==> src/pkg/cac_pkg.sv <==
`default_nettype none
package cac_pkg;
   // ------------------------------------------------------------
   // Register offsets in special function register space
   // ------------------------------------------------------------
   localparam logic [7:0] CAC_ADDR_CONTROL = 8'hd8;
   localparam logic [7:0] CAC_ADDR_MODE = 8'hd9;

   // ------------------------------------------------------------
   // Reset values
   // ------------------------------------------------------------
   localparam logic [7:0] CAC_CONTROL_RESET = 8'h00;
   localparam logic [7:0] CAC_MODE_RESET = 8'h40;
   localparam logic [15:0] CAC_COUNTER_RESET = 16'h0000;

   // ------------------------------------------------------------
   // Control register fields
   // ------------------------------------------------------------
   localparam int CAC_CTL_OVERFLOW_BIT = 7;
   localparam int CAC_CTL_RUN_BIT = 6;
   localparam int CAC_CTL_MOD5_BIT = 5;
   localparam int CAC_NUM_MODULES = 6;

   // ------------------------------------------------------------
   // Mode register fields
   // ------------------------------------------------------------
   localparam int CAC_MD_IDLE_BIT = 7;
   localparam int CAC_MD_WDT_EN_BIT = 6;
   localparam int CAC_MD_WDT_LOCK_BIT = 5;
   localparam int CAC_MD_UNUSED_BIT = 4;
   localparam int CAC_MD_TB_HI = 3;
   localparam int CAC_MD_TB_LO = 1;
   localparam int CAC_MD_OVF_IE_BIT = 0;

   // ------------------------------------------------------------
   // Timebase select codes and prescaler counts
   // ------------------------------------------------------------
   localparam logic [2:0] CAC_TB_DIV12 = 3'h0;
   localparam logic [2:0] CAC_TB_DIV4 = 3'h1;
   localparam logic [2:0] CAC_TB_TIMER0 = 3'h2;
   localparam logic [2:0] CAC_TB_EXT_INPUT = 3'h3;
   localparam logic [2:0] CAC_TB_SYSCLK = 3'h4;
   localparam logic [2:0] CAC_TB_EXT_OSC = 3'h5;
   localparam logic [3:0] CAC_DIV12_LAST = 4'hb;
   localparam logic [1:0] CAC_DIV4_PHASE = 2'h3;
   localparam logic [2:0] CAC_OSC_DIV8_LAST = 3'h7;
   localparam logic [7:0] CAC_LOW_BYTE_MAX = 8'hff;
   localparam logic [15:0] CAC_COUNTER_MAX = 16'hffff;

   // ------------------------------------------------------------
   // Register port carrier
   // ------------------------------------------------------------
   typedef struct packed {
      logic [7:0] addr;
      logic writeEn;
      logic [7:0] writeData;
   } cac_sfr_s;
endpackage
`default_nettype wire

==> src/design/cac_control_mode.sv <==
`timescale 1ns/1ns
`default_nettype none

// Summary of operation
// - Set overflow flag on counter wrap to zero
// - Overflow flag with enable requests interrupt
// - Overflow enable masks overflow request
// - Event flags cleared only by software
// - Run bit starts and stops counter
// - Six module flags set on match/capture
// - Module flag with enable requests interrupt
// - Idle suspend freezes array while CPU idle
// - Watchdog enable resets to one
// - Lock blocks clearing watchdog enable
// - Timebase select picks increment source
// - Falling edges of external input count
// - External oscillator divided by eight, synced
// - Watchdog enabled freezes other mode bits
// - Unused mode bit reads zero
// - Watchdog forces counter run, run reads written
// - Writing module 5 flag forces watchdog reset
// - Low byte overflow at high match resets
module cac_control_mode (
   input wire logic clock,
   input wire logic rst,
   input wire logic clockEnable,
   input wire cac_pkg::cac_sfr_s sfr,
   output logic [7:0] sfrReadData,
   input wire logic cpuIdle,
   input wire logic [5:0] moduleEvent,
   input wire logic [5:0] moduleIrqEnable,
   input wire logic [7:0] module5CompareHigh,
   input wire logic timer0Overflow,
   input wire logic externalCountInput,
   input wire logic externalOscillator,
   output logic counterTick,
   output logic [15:0] counterValue,
   output logic watchdogActive,
   output logic counterArrayIrq,
   output logic watchdogReset
);
   import cac_pkg::*;

   // ------------------------------------------------------------
   // Register state
   // ------------------------------------------------------------
   logic counterOverflowFlag;
   logic counterRun;
   logic [5:0] moduleEventFlag;
   logic idleSuspend;
   logic watchdogEnable;
   logic watchdogLock;
   logic [2:0] timebaseSelect;
   logic overflowIrqEnable;
   logic [15:0] counter;

   // ------------------------------------------------------------
   // Pin synchronisers and prescaler state
   // ------------------------------------------------------------
   logic extInMeta;
   logic extInSync;
   logic extInLast;
   logic oscMeta;
   logic oscSync;
   logic oscLast;
   logic [2:0] oscDivCount;
   logic [3:0] div12Count;

   // ------------------------------------------------------------
   // Decode
   // ------------------------------------------------------------
   wire logic writeControl = sfr.writeEn && (sfr.addr == CAC_ADDR_CONTROL);
   wire logic writeMode = sfr.writeEn && (sfr.addr == CAC_ADDR_MODE);
   wire logic readControlSel = (sfr.addr == CAC_ADDR_CONTROL);
   wire logic readModeSel = (sfr.addr == CAC_ADDR_MODE);

   // Suspend covers the whole array, prescalers included
   wire logic arrayActive = !(idleSuspend && cpuIdle);
   wire logic counterEnabled = (counterRun || watchdogEnable) && arrayActive;

   // ------------------------------------------------------------
   // Timebase sources
   // ------------------------------------------------------------
   wire logic div12Tick = (div12Count == CAC_DIV12_LAST);
   wire logic div4Tick = (div12Count[1:0] == CAC_DIV4_PHASE);
   wire logic extFallTick = extInLast && !extInSync;
   wire logic oscRise = oscSync && !oscLast;
   wire logic oscDiv8Tick = oscRise && (oscDivCount == CAC_OSC_DIV8_LAST);

   logic sourceTick;
   always_comb
   begin
      unique case (timebaseSelect)
         CAC_TB_DIV12: sourceTick = div12Tick;
         CAC_TB_DIV4: sourceTick = div4Tick;
         CAC_TB_TIMER0: sourceTick = timer0Overflow;
         CAC_TB_EXT_INPUT: sourceTick = extFallTick;
         CAC_TB_SYSCLK: sourceTick = 1'b1;
         CAC_TB_EXT_OSC: sourceTick = oscDiv8Tick;
         // Reserved codes leave the counter still
         default: sourceTick = 1'b0;
      endcase
   end

   wire logic tick = clockEnable && counterEnabled && sourceTick;
   wire logic counterWrap = tick && (counter == CAC_COUNTER_MAX);
   wire logic lowByteWrap = tick && (counter[7:0] == CAC_LOW_BYTE_MAX);
   wire logic watchdogTimeout = watchdogEnable && lowByteWrap
                                && (counter[15:8] == module5CompareHigh);
   wire logic watchdogForce = watchdogEnable && writeControl
                              && sfr.writeData[CAC_CTL_MOD5_BIT];

   // ------------------------------------------------------------
   // Flag next values: hardware set wins over software write
   // ------------------------------------------------------------
   wire logic [5:0] moduleSet = arrayActive ? moduleEvent : 6'h00;
   wire logic [5:0] next_moduleEventFlag =
      moduleSet | (writeControl ? sfr.writeData[5:0] : moduleEventFlag);
   wire logic next_counterOverflowFlag =
      counterWrap | (writeControl ? sfr.writeData[CAC_CTL_OVERFLOW_BIT]
                                  : counterOverflowFlag);
   wire logic next_counterRun =
      writeControl ? sfr.writeData[CAC_CTL_RUN_BIT] : counterRun;

   // ------------------------------------------------------------
   // Mode next values
   // ------------------------------------------------------------
   // Setting the lock also turns the watchdog on
   wire logic writeLock = sfr.writeData[CAC_MD_WDT_LOCK_BIT];
   wire logic modeOpen = writeMode && !watchdogEnable;
   wire logic next_watchdogLock = watchdogLock || (modeOpen && writeLock);
   logic next_watchdogEnable;
   always_comb
   begin
      next_watchdogEnable = watchdogEnable;
      if (modeOpen)
      begin
         next_watchdogEnable = sfr.writeData[CAC_MD_WDT_EN_BIT] || writeLock;
      end
      else if (writeMode && !watchdogLock)
      begin
         next_watchdogEnable = sfr.writeData[CAC_MD_WDT_EN_BIT];
      end
   end

   wire logic next_idleSuspend =
      modeOpen ? sfr.writeData[CAC_MD_IDLE_BIT] : idleSuspend;
   wire logic [2:0] next_timebaseSelect =
      modeOpen ? sfr.writeData[CAC_MD_TB_HI:CAC_MD_TB_LO] : timebaseSelect;
   wire logic next_overflowIrqEnable =
      modeOpen ? sfr.writeData[CAC_MD_OVF_IE_BIT] : overflowIrqEnable;

   // ------------------------------------------------------------
   // Read mux
   // ------------------------------------------------------------
   wire logic [7:0] controlView = {counterOverflowFlag, counterRun, moduleEventFlag};
   wire logic [7:0] modeView = {idleSuspend, watchdogEnable, watchdogLock, 1'b0,
                                timebaseSelect, overflowIrqEnable};
   wire logic [7:0] next_sfrReadData = readControlSel ? controlView
                                     : readModeSel ? modeView : 8'h00;

   // ------------------------------------------------------------
   // Synchronisers: first stage read by second only
   // ------------------------------------------------------------
   always_ff @(posedge clock)
   begin
      if (rst)
      begin
         extInMeta <= 1'b1;
         extInSync <= 1'b1;
         extInLast <= 1'b1;
         oscMeta <= 1'b0;
         oscSync <= 1'b0;
         oscLast <= 1'b0;
      end
      else if (clockEnable)
      begin
         extInMeta <= externalCountInput;
         extInSync <= extInMeta;
         extInLast <= extInSync;
         oscMeta <= externalOscillator;
         oscSync <= oscMeta;
         oscLast <= oscSync;
      end
   end

   // ------------------------------------------------------------
   // Prescalers
   // ------------------------------------------------------------
   always_ff @(posedge clock)
   begin
      if (rst)
      begin
         div12Count <= 4'h0;
         oscDivCount <= 3'h0;
      end
      else if (clockEnable && arrayActive)
      begin
         div12Count <= div12Tick ? 4'h0 : div12Count + 4'h1;
         if (oscRise)
         begin
            oscDivCount <= oscDivCount + 3'h1;
         end
      end
   end

   // ------------------------------------------------------------
   // Counter
   // ------------------------------------------------------------
   always_ff @(posedge clock)
   begin
      if (rst)
      begin
         counter <= CAC_COUNTER_RESET;
      end
      else if (tick)
      begin
         counter <= counter + 16'h0001;
      end
   end

   // ------------------------------------------------------------
   // Control and mode registers
   // ------------------------------------------------------------
   always_ff @(posedge clock)
   begin
      if (rst)
      begin
         {counterOverflowFlag, counterRun, moduleEventFlag} <= CAC_CONTROL_RESET;
         idleSuspend <= CAC_MODE_RESET[CAC_MD_IDLE_BIT];
         watchdogEnable <= CAC_MODE_RESET[CAC_MD_WDT_EN_BIT];
         watchdogLock <= CAC_MODE_RESET[CAC_MD_WDT_LOCK_BIT];
         timebaseSelect <= CAC_MODE_RESET[CAC_MD_TB_HI:CAC_MD_TB_LO];
         overflowIrqEnable <= CAC_MODE_RESET[CAC_MD_OVF_IE_BIT];
      end
      else if (clockEnable)
      begin
         counterOverflowFlag <= next_counterOverflowFlag;
         counterRun <= next_counterRun;
         moduleEventFlag <= next_moduleEventFlag;
         idleSuspend <= next_idleSuspend;
         watchdogEnable <= next_watchdogEnable;
         watchdogLock <= next_watchdogLock;
         timebaseSelect <= next_timebaseSelect;
         overflowIrqEnable <= next_overflowIrqEnable;
      end
   end

   // ------------------------------------------------------------
   // Outputs
   // ------------------------------------------------------------
   // Read data and reset are registered to keep them glitch free
   always_ff @(posedge clock)
   begin
      if (rst)
      begin
         sfrReadData <= 8'h00;
         watchdogReset <= 1'b0;
      end
      else if (clockEnable)
      begin
         sfrReadData <= next_sfrReadData;
         watchdogReset <= watchdogTimeout || watchdogForce;
      end
   end

   assign counterTick = tick;
   assign counterValue = counter;
   assign watchdogActive = watchdogEnable;
   assign counterArrayIrq = (counterOverflowFlag && overflowIrqEnable)
                            || |(moduleEventFlag & moduleIrqEnable);
endmodule
`default_nettype wire

==> config.mk <==
export PLATFORM = sky130hd
export DESIGN_NAME = cac_control_mode
export DESIGN_NICKNAME = d
export VERILOG_FILES = /design/src/pkg/cac_pkg.sv /design/src/design/cac_control_mode.sv
export SDC_FILE = /design/constraint.sdc
export NUM_CORES = 1
export LEC_CHECK = 0
export CAP_MARGIN = 15
export CORE_ASPECT_RATIO = 0.5
export CORE_MARGIN = 5
export CORE_UTILIZATION = 31
export CTS_BUF_LIST = sky130_fd_sc_hd__clkbuf_8
export CTS_CLUSTER_SIZE = 40
export DETAILED_ROUTE_END_ITERATION = 8
export DONT_BUFFER_PORTS = 1
export PLACE_DENSITY = 0.47
export SLEW_MARGIN = 20
export SYNTH_ARGS = -nofsm -noshare
export SYNTH_HDL_FRONTEND = slang
export SYNTH_SLANG_ARGS = --single-unit
==> constraint.sdc <==
create_clock -name clock -period 5.3 [get_ports clock]
set_clock_uncertainty 0.15 [all_clocks]
set_input_delay 1.06 -clock clock [delete_from_list [all_inputs] [get_ports clock]]
set_output_delay 1.06 -clock clock [all_outputs]
set_load 0.1 [all_outputs]
# [Word level (Yosys, flattened, before mapping)]
# Cells that the tools add are included.
# W data, S select, Z words.
[classes] add_sub_neg=3 eq_ne=13 mux=9 bitwise_logic=3 reduce_logical=37
[ops] op="$eq A8 B8 Y1 const B" n=3
[ops] op="$logic_and A1 B1 Y1" n=20
[ops] op="$add A16 B1 Y16 const B" n=1
[ops] op="$eq A16 B16 Y1 const B" n=1
[ops] op="$mux W8" n=2
[ops] op="$mux W6" n=2
[ops] op="$eq A3 B3 Y1 const B" n=3
[ops] op="$eq A8 B8 Y1" n=1
[ops] op="$reduce_and A2 Y1" n=4
[ops] op="$and A6 B6 Y6" n=1
[ops] op="$eq A3 B2 Y1 const B" n=2
[ops] op="$or A6 B6 Y6" n=1
[ops] op="$pmux W1 S6" n=1
[ops] op="$reduce_or A6 Y1" n=1
[ops] op="$logic_not A1 Y1" n=5
[ops] op="$logic_or A1 B1 Y1" n=5
[ops] op="$add A4 B1 Y4 const B" n=1
[ops] op="$eq A4 B4 Y1 const B" n=1
[ops] op="$mux W4" n=1
[ops] op="$add A3 B1 Y3 const B" n=1
[ops] op="$eq A3 B1 Y1 const B" n=1
[ops] op="$logic_not A3 Y1" n=1
[ops] op="$mux W1" n=3
[ops] op="$eq A2 B2 Y1 const B" n=1
[ops] op="other kinds (2)" n=2
[word_totals] regBits=53 inputBits=44

# [Depth between registers and ports, before layout]
# Gate-level depths: netlist of the first run.
[depth] word_depth=9 mapped_depth=8

# [Worst setup path after synthesis of the first run]
# OpenSTA, ideal clock, no wires.
[synth_path] path_kind="input to output" startpoint="input clockEnable" endpoint="output counterTick" arrival_time_ns=2.361 t_required_ns=4.090 path_slack_ns=1.729 path_stages=4 cell_sequence="a21bo_2 a211oi_4 nand2_1 inv_1"
[synth_between] elab_chain_len=2
[synth_lines] item="from (decl)" line_no="cac_control_mode.sv:26" text="input wire logic clockEnable,"
[synth_lines] item="$logic_and A1 B1 Y1 (2 in a row)" line_no="cac_control_mode.sv:105" text="wire logic tick = clockEnable && counterEnabled && sourceTick;"
[synth_lines] item="to (decl)" line_no="cac_control_mode.sv:36" text="output logic counterTick,"
# Every way passes these cells.

# [Worst setup path in the final report of the first run]
# Same ends and word-level chain as after synthesis.

==> metrics.txt, run 1 <==
Async SR Flop Fraction 0; synth-to-layout area growth 7.602%; critical path arrival between 2 and 2.5 ns; Synth Area in Compound Gates 0.1413; synth warn 0; Seq cells post-synth 53; commonest non-fill, non-tap cell in the layout dfxtp_1; multiplexer share of the synthesized area 0.1009; VDD IR-drop max roughly 0.12 mV; Most used DFF post-synth dfxtp_1; Max Cap Viol 0; register area share after synthesis 0.4133; Total Die Area 0.01031 mm^2; power density over the cells between 200 and 250 mW/mm^2; vias in the first global route a little under 2k; Least-Margin Pin Slew 1.148 ns; n_diodes 0; EDFF count, synth 0; syn_nets 333; Buffers on Ports 0; Post-DRT Antenna Nets 0; Setup Fix Bufs, Post-CTS 0; RSZ-0062 raised after global routing false; cts hold-fix bufs 0; DR pass1 iterations 4; largest family of logic cells by synthesized area simple AND/OR/NAND/NOR gates; Routed WL 6326 um; most frequent cells in the layout dfxtp_1, nor2_1, a21oi_1, nand2_1, mux2i_1; clock buffer depth 2; HPWL after DPL ~4700 um; initial DRC count 114; Layout Nets 330; largest net degree at the start of global routing 57; Max H-tree Level 2; CP required slightly above 4 ns; nature of the critical path endpoint output port; synthesized cell area between 0.002 and 0.003 mm^2; GP Congestion 0.7819; worst min path class reg2reg; Pwr Total just under 0.0007 W; clock-pin slew on the worst setup and hold paths ~0.090 ns; Mean Syn Cell Area between 9 and 10 um^2; GR Overflow Total 0; global-route wire length before repair between 10,000 and 15,000 um; setup TNS 0 ns; core area about 0.0080 mm^2; Post-Synth Adder-Cell Area 0.01949; vias 1,991; xor/xnor cell area share of the yosys netlist 0.06140; crit-path max FO 23; final hold violation count 0; site row count 23; DRC errors left 0; Simple-Gate Fraction of Synth Area 0.2427; dpl cells 387; clock period minus worst slack 3.651 ns; ranking of synthesized cells by area dfxtp_1, mux2i_1, nor2_1; Max Slew Vio Count 0; Setup Crit Path Kind in2out; Cell variety after synth 49; share of cells above drive strength 1 0.08511; Leak around 0.94 nW; CTS tree built; Post-Synthesis Cells ~290; status complete, no violations; Setup Viol. Count Final 0; die width ~140 um; die height 74.35 um; clk_lat worst skew about 0.31 ns; Worst setup SP type input pin; CTS resizes 0; Root Buffer clkbuf_8; post-synth top area share 0.4133; final non-filler cell total 394; Slew HR 0.2334; vias per inst 5.053; starting density of the core 0.3198; DR WL/cell about 16 um; initial antenna violation count 0; # IOs 72; internal reg-to-reg setup slack about 2.4 ns; clock tree sinks 53; number of CTS-inserted buffers 5; All-Layer GR Usage 0.1220; achievable frequency approximately 0.27 GHz; final worst-path cycle share 0.6889; cell taking the most area after synthesis dfxtp_1
kinds of logic (layout without fill, tap and decap cells):
family,count (synthesis),after routing
DFF,53,53
and+or+nand+nor,121,121
xor gates and xnor gates,18,18
adders and majority gates,4,4
AOI/OAI and AO/OA,50,50
buffers and inverters,14,11
muxes,25,25
report_power, final:
group / leakage [nW] / switching, W / total (W) / internal, W
clock: 0.0485 / 0.000129 / 0.000231 / 0.000102
sequential: 0.430 / 0.00000567 / 0.000410 / 0.000405
combinational: 0.465 / 0.0000203 / 0.0000362 / 0.0000159
Yosys cell counts, drive strengths merged (2+ instances only):
master,instances
mux2,7
or4,2
nor2,41
and3,4
xor2,12
dfxtp,53
buf,2
and2,2
nor3b,2
inv,2
nand2b,3
nand3,11
nand3b,4
a211oi,2
nand2,23
nand4,6
nor4,2
mux2i,18
xnor2,6
clkbuf,10
ha,4
a32oi,2
a211o,3
or3,5
a21oi,24
o21ai,8
nor2b,11
a22oi,3
layer usage:
layer,part of all wire,GRT usage,routed length [um],up-vias
met5,0,0,0,-
met4,0.020,0.04447,127,0
met3,0.088,0.05267,557,13
met2,0.42,0.1868,2664,57
met1,0.47,0.1559,2976,914
li1,-,-,-,1007
layout make-up:
| class | count | area [um^2] |
|---|---|---|
| timing repair buffer | 2 | 15.01 |
| multi-input combinational | 218 | 1453 |
| sequential | 53 | 1061 |
| inverter | 2 | 7.507 |
| clock buffer | 6 | 82.58 |
| clock inverter | 1 | 3.754 |
| fill | 819 | 5266 |
| tap | 112 | 140.1 |
worst max-delay path: stages:
cell and delay (ns):
a21bo_2 0.26, a211oi_4 0.29, nand2_1 0.15, inv_1 0.68
metrics by stage:
| stage | setup WS [ns] | hold WS, ns | util | area, um^2 |
|---|---|---|---|---|
| after global routing | 1.567 | 0.3662 | 0.3441 | 2763 |
| after floorplan | 1.729 | 0.2814 | - | 2567 |
| after CTS | 1.634 | 0.3299 | 0.3441 | 2763 |
| after global placement | 1.642 | 0.2962 | 0.3333 | 2676 |
| after detailed placement | 1.632 | 0.3024 | 0.3333 | 2676 |
| final | 1.649 | 0.3306 | 0.3441 | 2763 |
registers in the layout, summed over array words and instances (netlist names):
| signal | count |
|---|---|
| counterValue | 16 |
| oscMeta | 1 |
| oscDivCount | 3 |
| watchdogReset | 1 |
| overflowIrqEnable | 1 |
| watchdogActive | 1 |
| extInSync | 1 |
| sfrReadData | 8 |
| idleSuspend | 1 |
| counterOverflowFlag | 1 |
| oscLast | 1 |
| oscSync | 1 |
| counterRun | 1 |
| timebaseSelect | 3 |
| div12Count | 4 |
| moduleEventFlag | 6 |
| extInLast | 1 |
| watchdogLock | 1 |
| extInMeta | 1 |
final timing paths:
| kind | from | end | depth (start not counted) |
|---|---|---|---|
| worst max-delay path | clockEnable | counterTick | 4 |
| worst min-delay path | extInMeta | extInSync | 1 |
| worst max register to register | counterValue[3] | counterValue[13] | 5 |
| worst min register to register | extInMeta | extInSync | 1 |
Note: power is estimated with default switching activity, not from simulation.
==> inputs of run 2 (changes only) <==
PLACE_DENSITY = 0.48   (was 0.47)
clock period = 3.1 ns   (was 5.3 ns; I/O delays follow)
==> run 2 against run 1 <==
Compared with the run above:
- critical path depth is 2 higher
- worst hold slack got worse by 0.11 ns
- sequential power rose by 71%
- flip-flop and latch count unchanged
- routed wire length up 4.6%
- sequential share of layout area shrank 1.8 points
- cell area rose by 4.9%
- power increased by 72%
- non-clock buffer count increased by 18
- final cell count is 4.6% higher
- clock-buffer cell count did not move
- critical endpoint unchanged
- largest cell class unchanged
==> metrics.txt, run 2 (synthesis gave the netlist of run 1 again) <==
status complete, no violations (unchanged); internal reg-to-reg setup slack 0.75 ns (was 2.41 ns); Slew HR 0.3162 (was 0.2334); largest net degree at the start of global routing 57 (unchanged); power density over the cells 401.4 mW/mm^2 (was 245.3 mW/mm^2); vias per inst 5.010 (was 5.053); WHS 0.2194 ns (was 0.3306 ns); cts hold-fix bufs 0 (unchanged); Leak 1.040 nW (was 0.9427 nW); DR WL/cell 16.06 um (about the same); clock buffer depth 2 (unchanged); Least-Margin Pin Slew 1.024 ns (was 1.148 ns); starting density of the core 0.3198 (unchanged); number of CTS-inserted buffers 5 (unchanged); share of cells above drive strength 1 0.1433 (was 0.08511); clock-pin slew on the worst setup and hold paths 0.09 ns (about the same); beginning of the worst hold path rst (was extInMeta); most frequent cells in the layout dfxtp_1, nor2_1, a21oi_1, nand2_1, buf_4 (was dfxtp_1, nor2_1, a21oi_1, nand2_1, mux2i_1); vias 2,064 (was 1,991); critical path arrival 2.04 ns (was 2.44 ns); max reg flops 16 (unchanged); CP required 2.33 ns (was 4.09 ns); CTS resizes 0 (unchanged); nature of the critical path endpoint output port (unchanged); Layout Nets 348 (was 330); synth-to-layout area growth 12.91% (was 7.602%); Worst Hold Depth 1 (unchanged); CP max stage delay 0.40 ns (was 0.68 ns); Filler cells 819 (unchanged); Root Buffer clkbuf_8 (unchanged); GP Congestion 0.7712 (was 0.7819); Hold Path End counterValue[13] (was extInSync); initial DRC count 107 (was 114); RSZ-0062 raised after global routing false (unchanged); All-Layer GR Usage 0.1293 (was 0.1220); VDD IR-drop max 0.1842 mV (was 0.1189 mV); reg2reg start div12Count[0] (was counterValue[3]); die width 138.7 um (unchanged); Setup Fix Bufs, Post-CTS 0 (unchanged); CP Cell Sequence ha_1, nand3b_2, a211oi_4, nand2_1, inv_1, buf_4 (was a21bo_2, a211oi_4, nand2_1, inv_1); DR pass1 iterations 4 (unchanged); Worst setup SP type flop (was input pin); Routed WL 6615 um (was 6326 um); Max H-tree Level 2 (unchanged); master of the slowest instance on the critical path dfxtp_1 (was inv_1); Reg2Reg Depth 6 (was 5); GR Overflow Total 0 (unchanged); DRC errors left 0 (unchanged); Setup Crit Path Kind reg2out (was in2out); commonest non-fill, non-tap cell in the layout dfxtp_1 (unchanged); achievable frequency between 0.3 and 0.4 GHz; setup TNS 0 ns (unchanged); initial antenna violation count 0 (unchanged); site row count 23 (unchanged); global-route wire length before repair 10,490 um (was 10,020 um); DP Area 0.002813 mm^2 (was 0.002676 mm^2); Max Cap Viol 0 (unchanged); CTS tree built (unchanged); # IOs 72 (unchanged); vias in the first global route 2,053 (was 1,987); Setup Viol. Count Final 0 (unchanged); r2r endpoint counterValue[11] (was counterValue[13]); clock period minus worst slack roughly 2.8 ns; HPWL after DPL 4969 um (was 4730 um); die height 74.35 um (unchanged); n_diodes 0 (unchanged); core area 0.008029 mm^2 (unchanged); Total Die Area 0.01031 mm^2 (unchanged); Buffers on Ports 0 (unchanged); worst min path class in2reg (was reg2reg); clk_lat worst skew 0.31 ns (about the same); design area 0.002899 mm^2 (was 0.002763 mm^2); final hold violation count 0 (unchanged); crit-path max FO 5 (was 23); Max Slew Vio Count 0 (unchanged); Post-DRT Antenna Nets 0 (unchanged); clock tree sinks 53 (unchanged); final worst-path cycle share 0.9070; post-layout util 0.3611 (was 0.3441)
## run 2: changes by cell type in the layout (fill, tap and decap cells not counted), sizes merged
cell  delta
buf     +18
## run 2: per-stage QoR
| stage | setup WS (ns) | total power (W) | std cells |
|---|---|---|---|
| final | 0.2884 | 0.001164 | 412 |
| after global routing | 0.1429 | 0.001222 | 412 |
| after CTS | 0.2722 | 0.001178 | 412 |
| after detailed placement | 0.6049 | 0.0007836 | 405 |
| after global placement | 0.6267 | 0.0007814 | 405 |
| after floorplan | 0.3975 | 0.0007840 | 285 |
## run 2: power by group
group          internal [W]  total (W)  leakage [nW]  switching [W]
registers          0.000692   0.000702         0.429      0.0000101
logic             0.0000297  0.0000649         0.562      0.0000352
clock network      0.000175   0.000397        0.0485       0.000222
total              0.000896    0.00116          1.04       0.000267
## run 2: area by class of cell
cell class / count / area, um^2 / share of cell area
tap: 112 / 140.1 / 0.04834
clock buffer: 6 / 82.58 / 0.02849
sequential: 53 / 1062 / 0.3664
multi-input combinational: 218 / 1453 / 0.5011
inverter: 2 / 7.507 / 0.002590
clock inverter: 1 / 3.754 / 0.001295
timing repair buffer: 20 / 150.1 / 0.05179
## run 2: per-layer routing
layer,part of all wire,routed length (um),track usage
met1,0.46,3071,0.1663
met4,0.015,97,0.04664
met2,0.43,2874,0.1987
met5,0,0,0
met3,0.086,571,0.05331
## run 2: critical path, delay by kind of cell, from the launching register on
| family | cells | cell delay [ns] |
|---|---|---|
| AOI/OAI and AO/OA | 1 | 0.34 |
| adders and majority gates | 1 | 0.28 |
| buffers and inverters | 2 | 0.39 |
| DFF | 1 | 0.40 |
| and+or+nand+nor | 2 | 0.32 |
## run 2: how the worst max path moves through the flow
stage                               from     endpoint  slack (ns)  cells past startpoint
final                      div12Count[0]  counterTick        0.29                      6
after global routing       div12Count[0]  counterTick        0.14                      6
after CTS                  div12Count[0]  counterTick        0.27                      6
after detailed placement     clockEnable  counterTick        0.60                      5
after global placement       clockEnable  counterTick        0.63                      5
after floorplan           watchdogActive  counterTick        0.40                      4
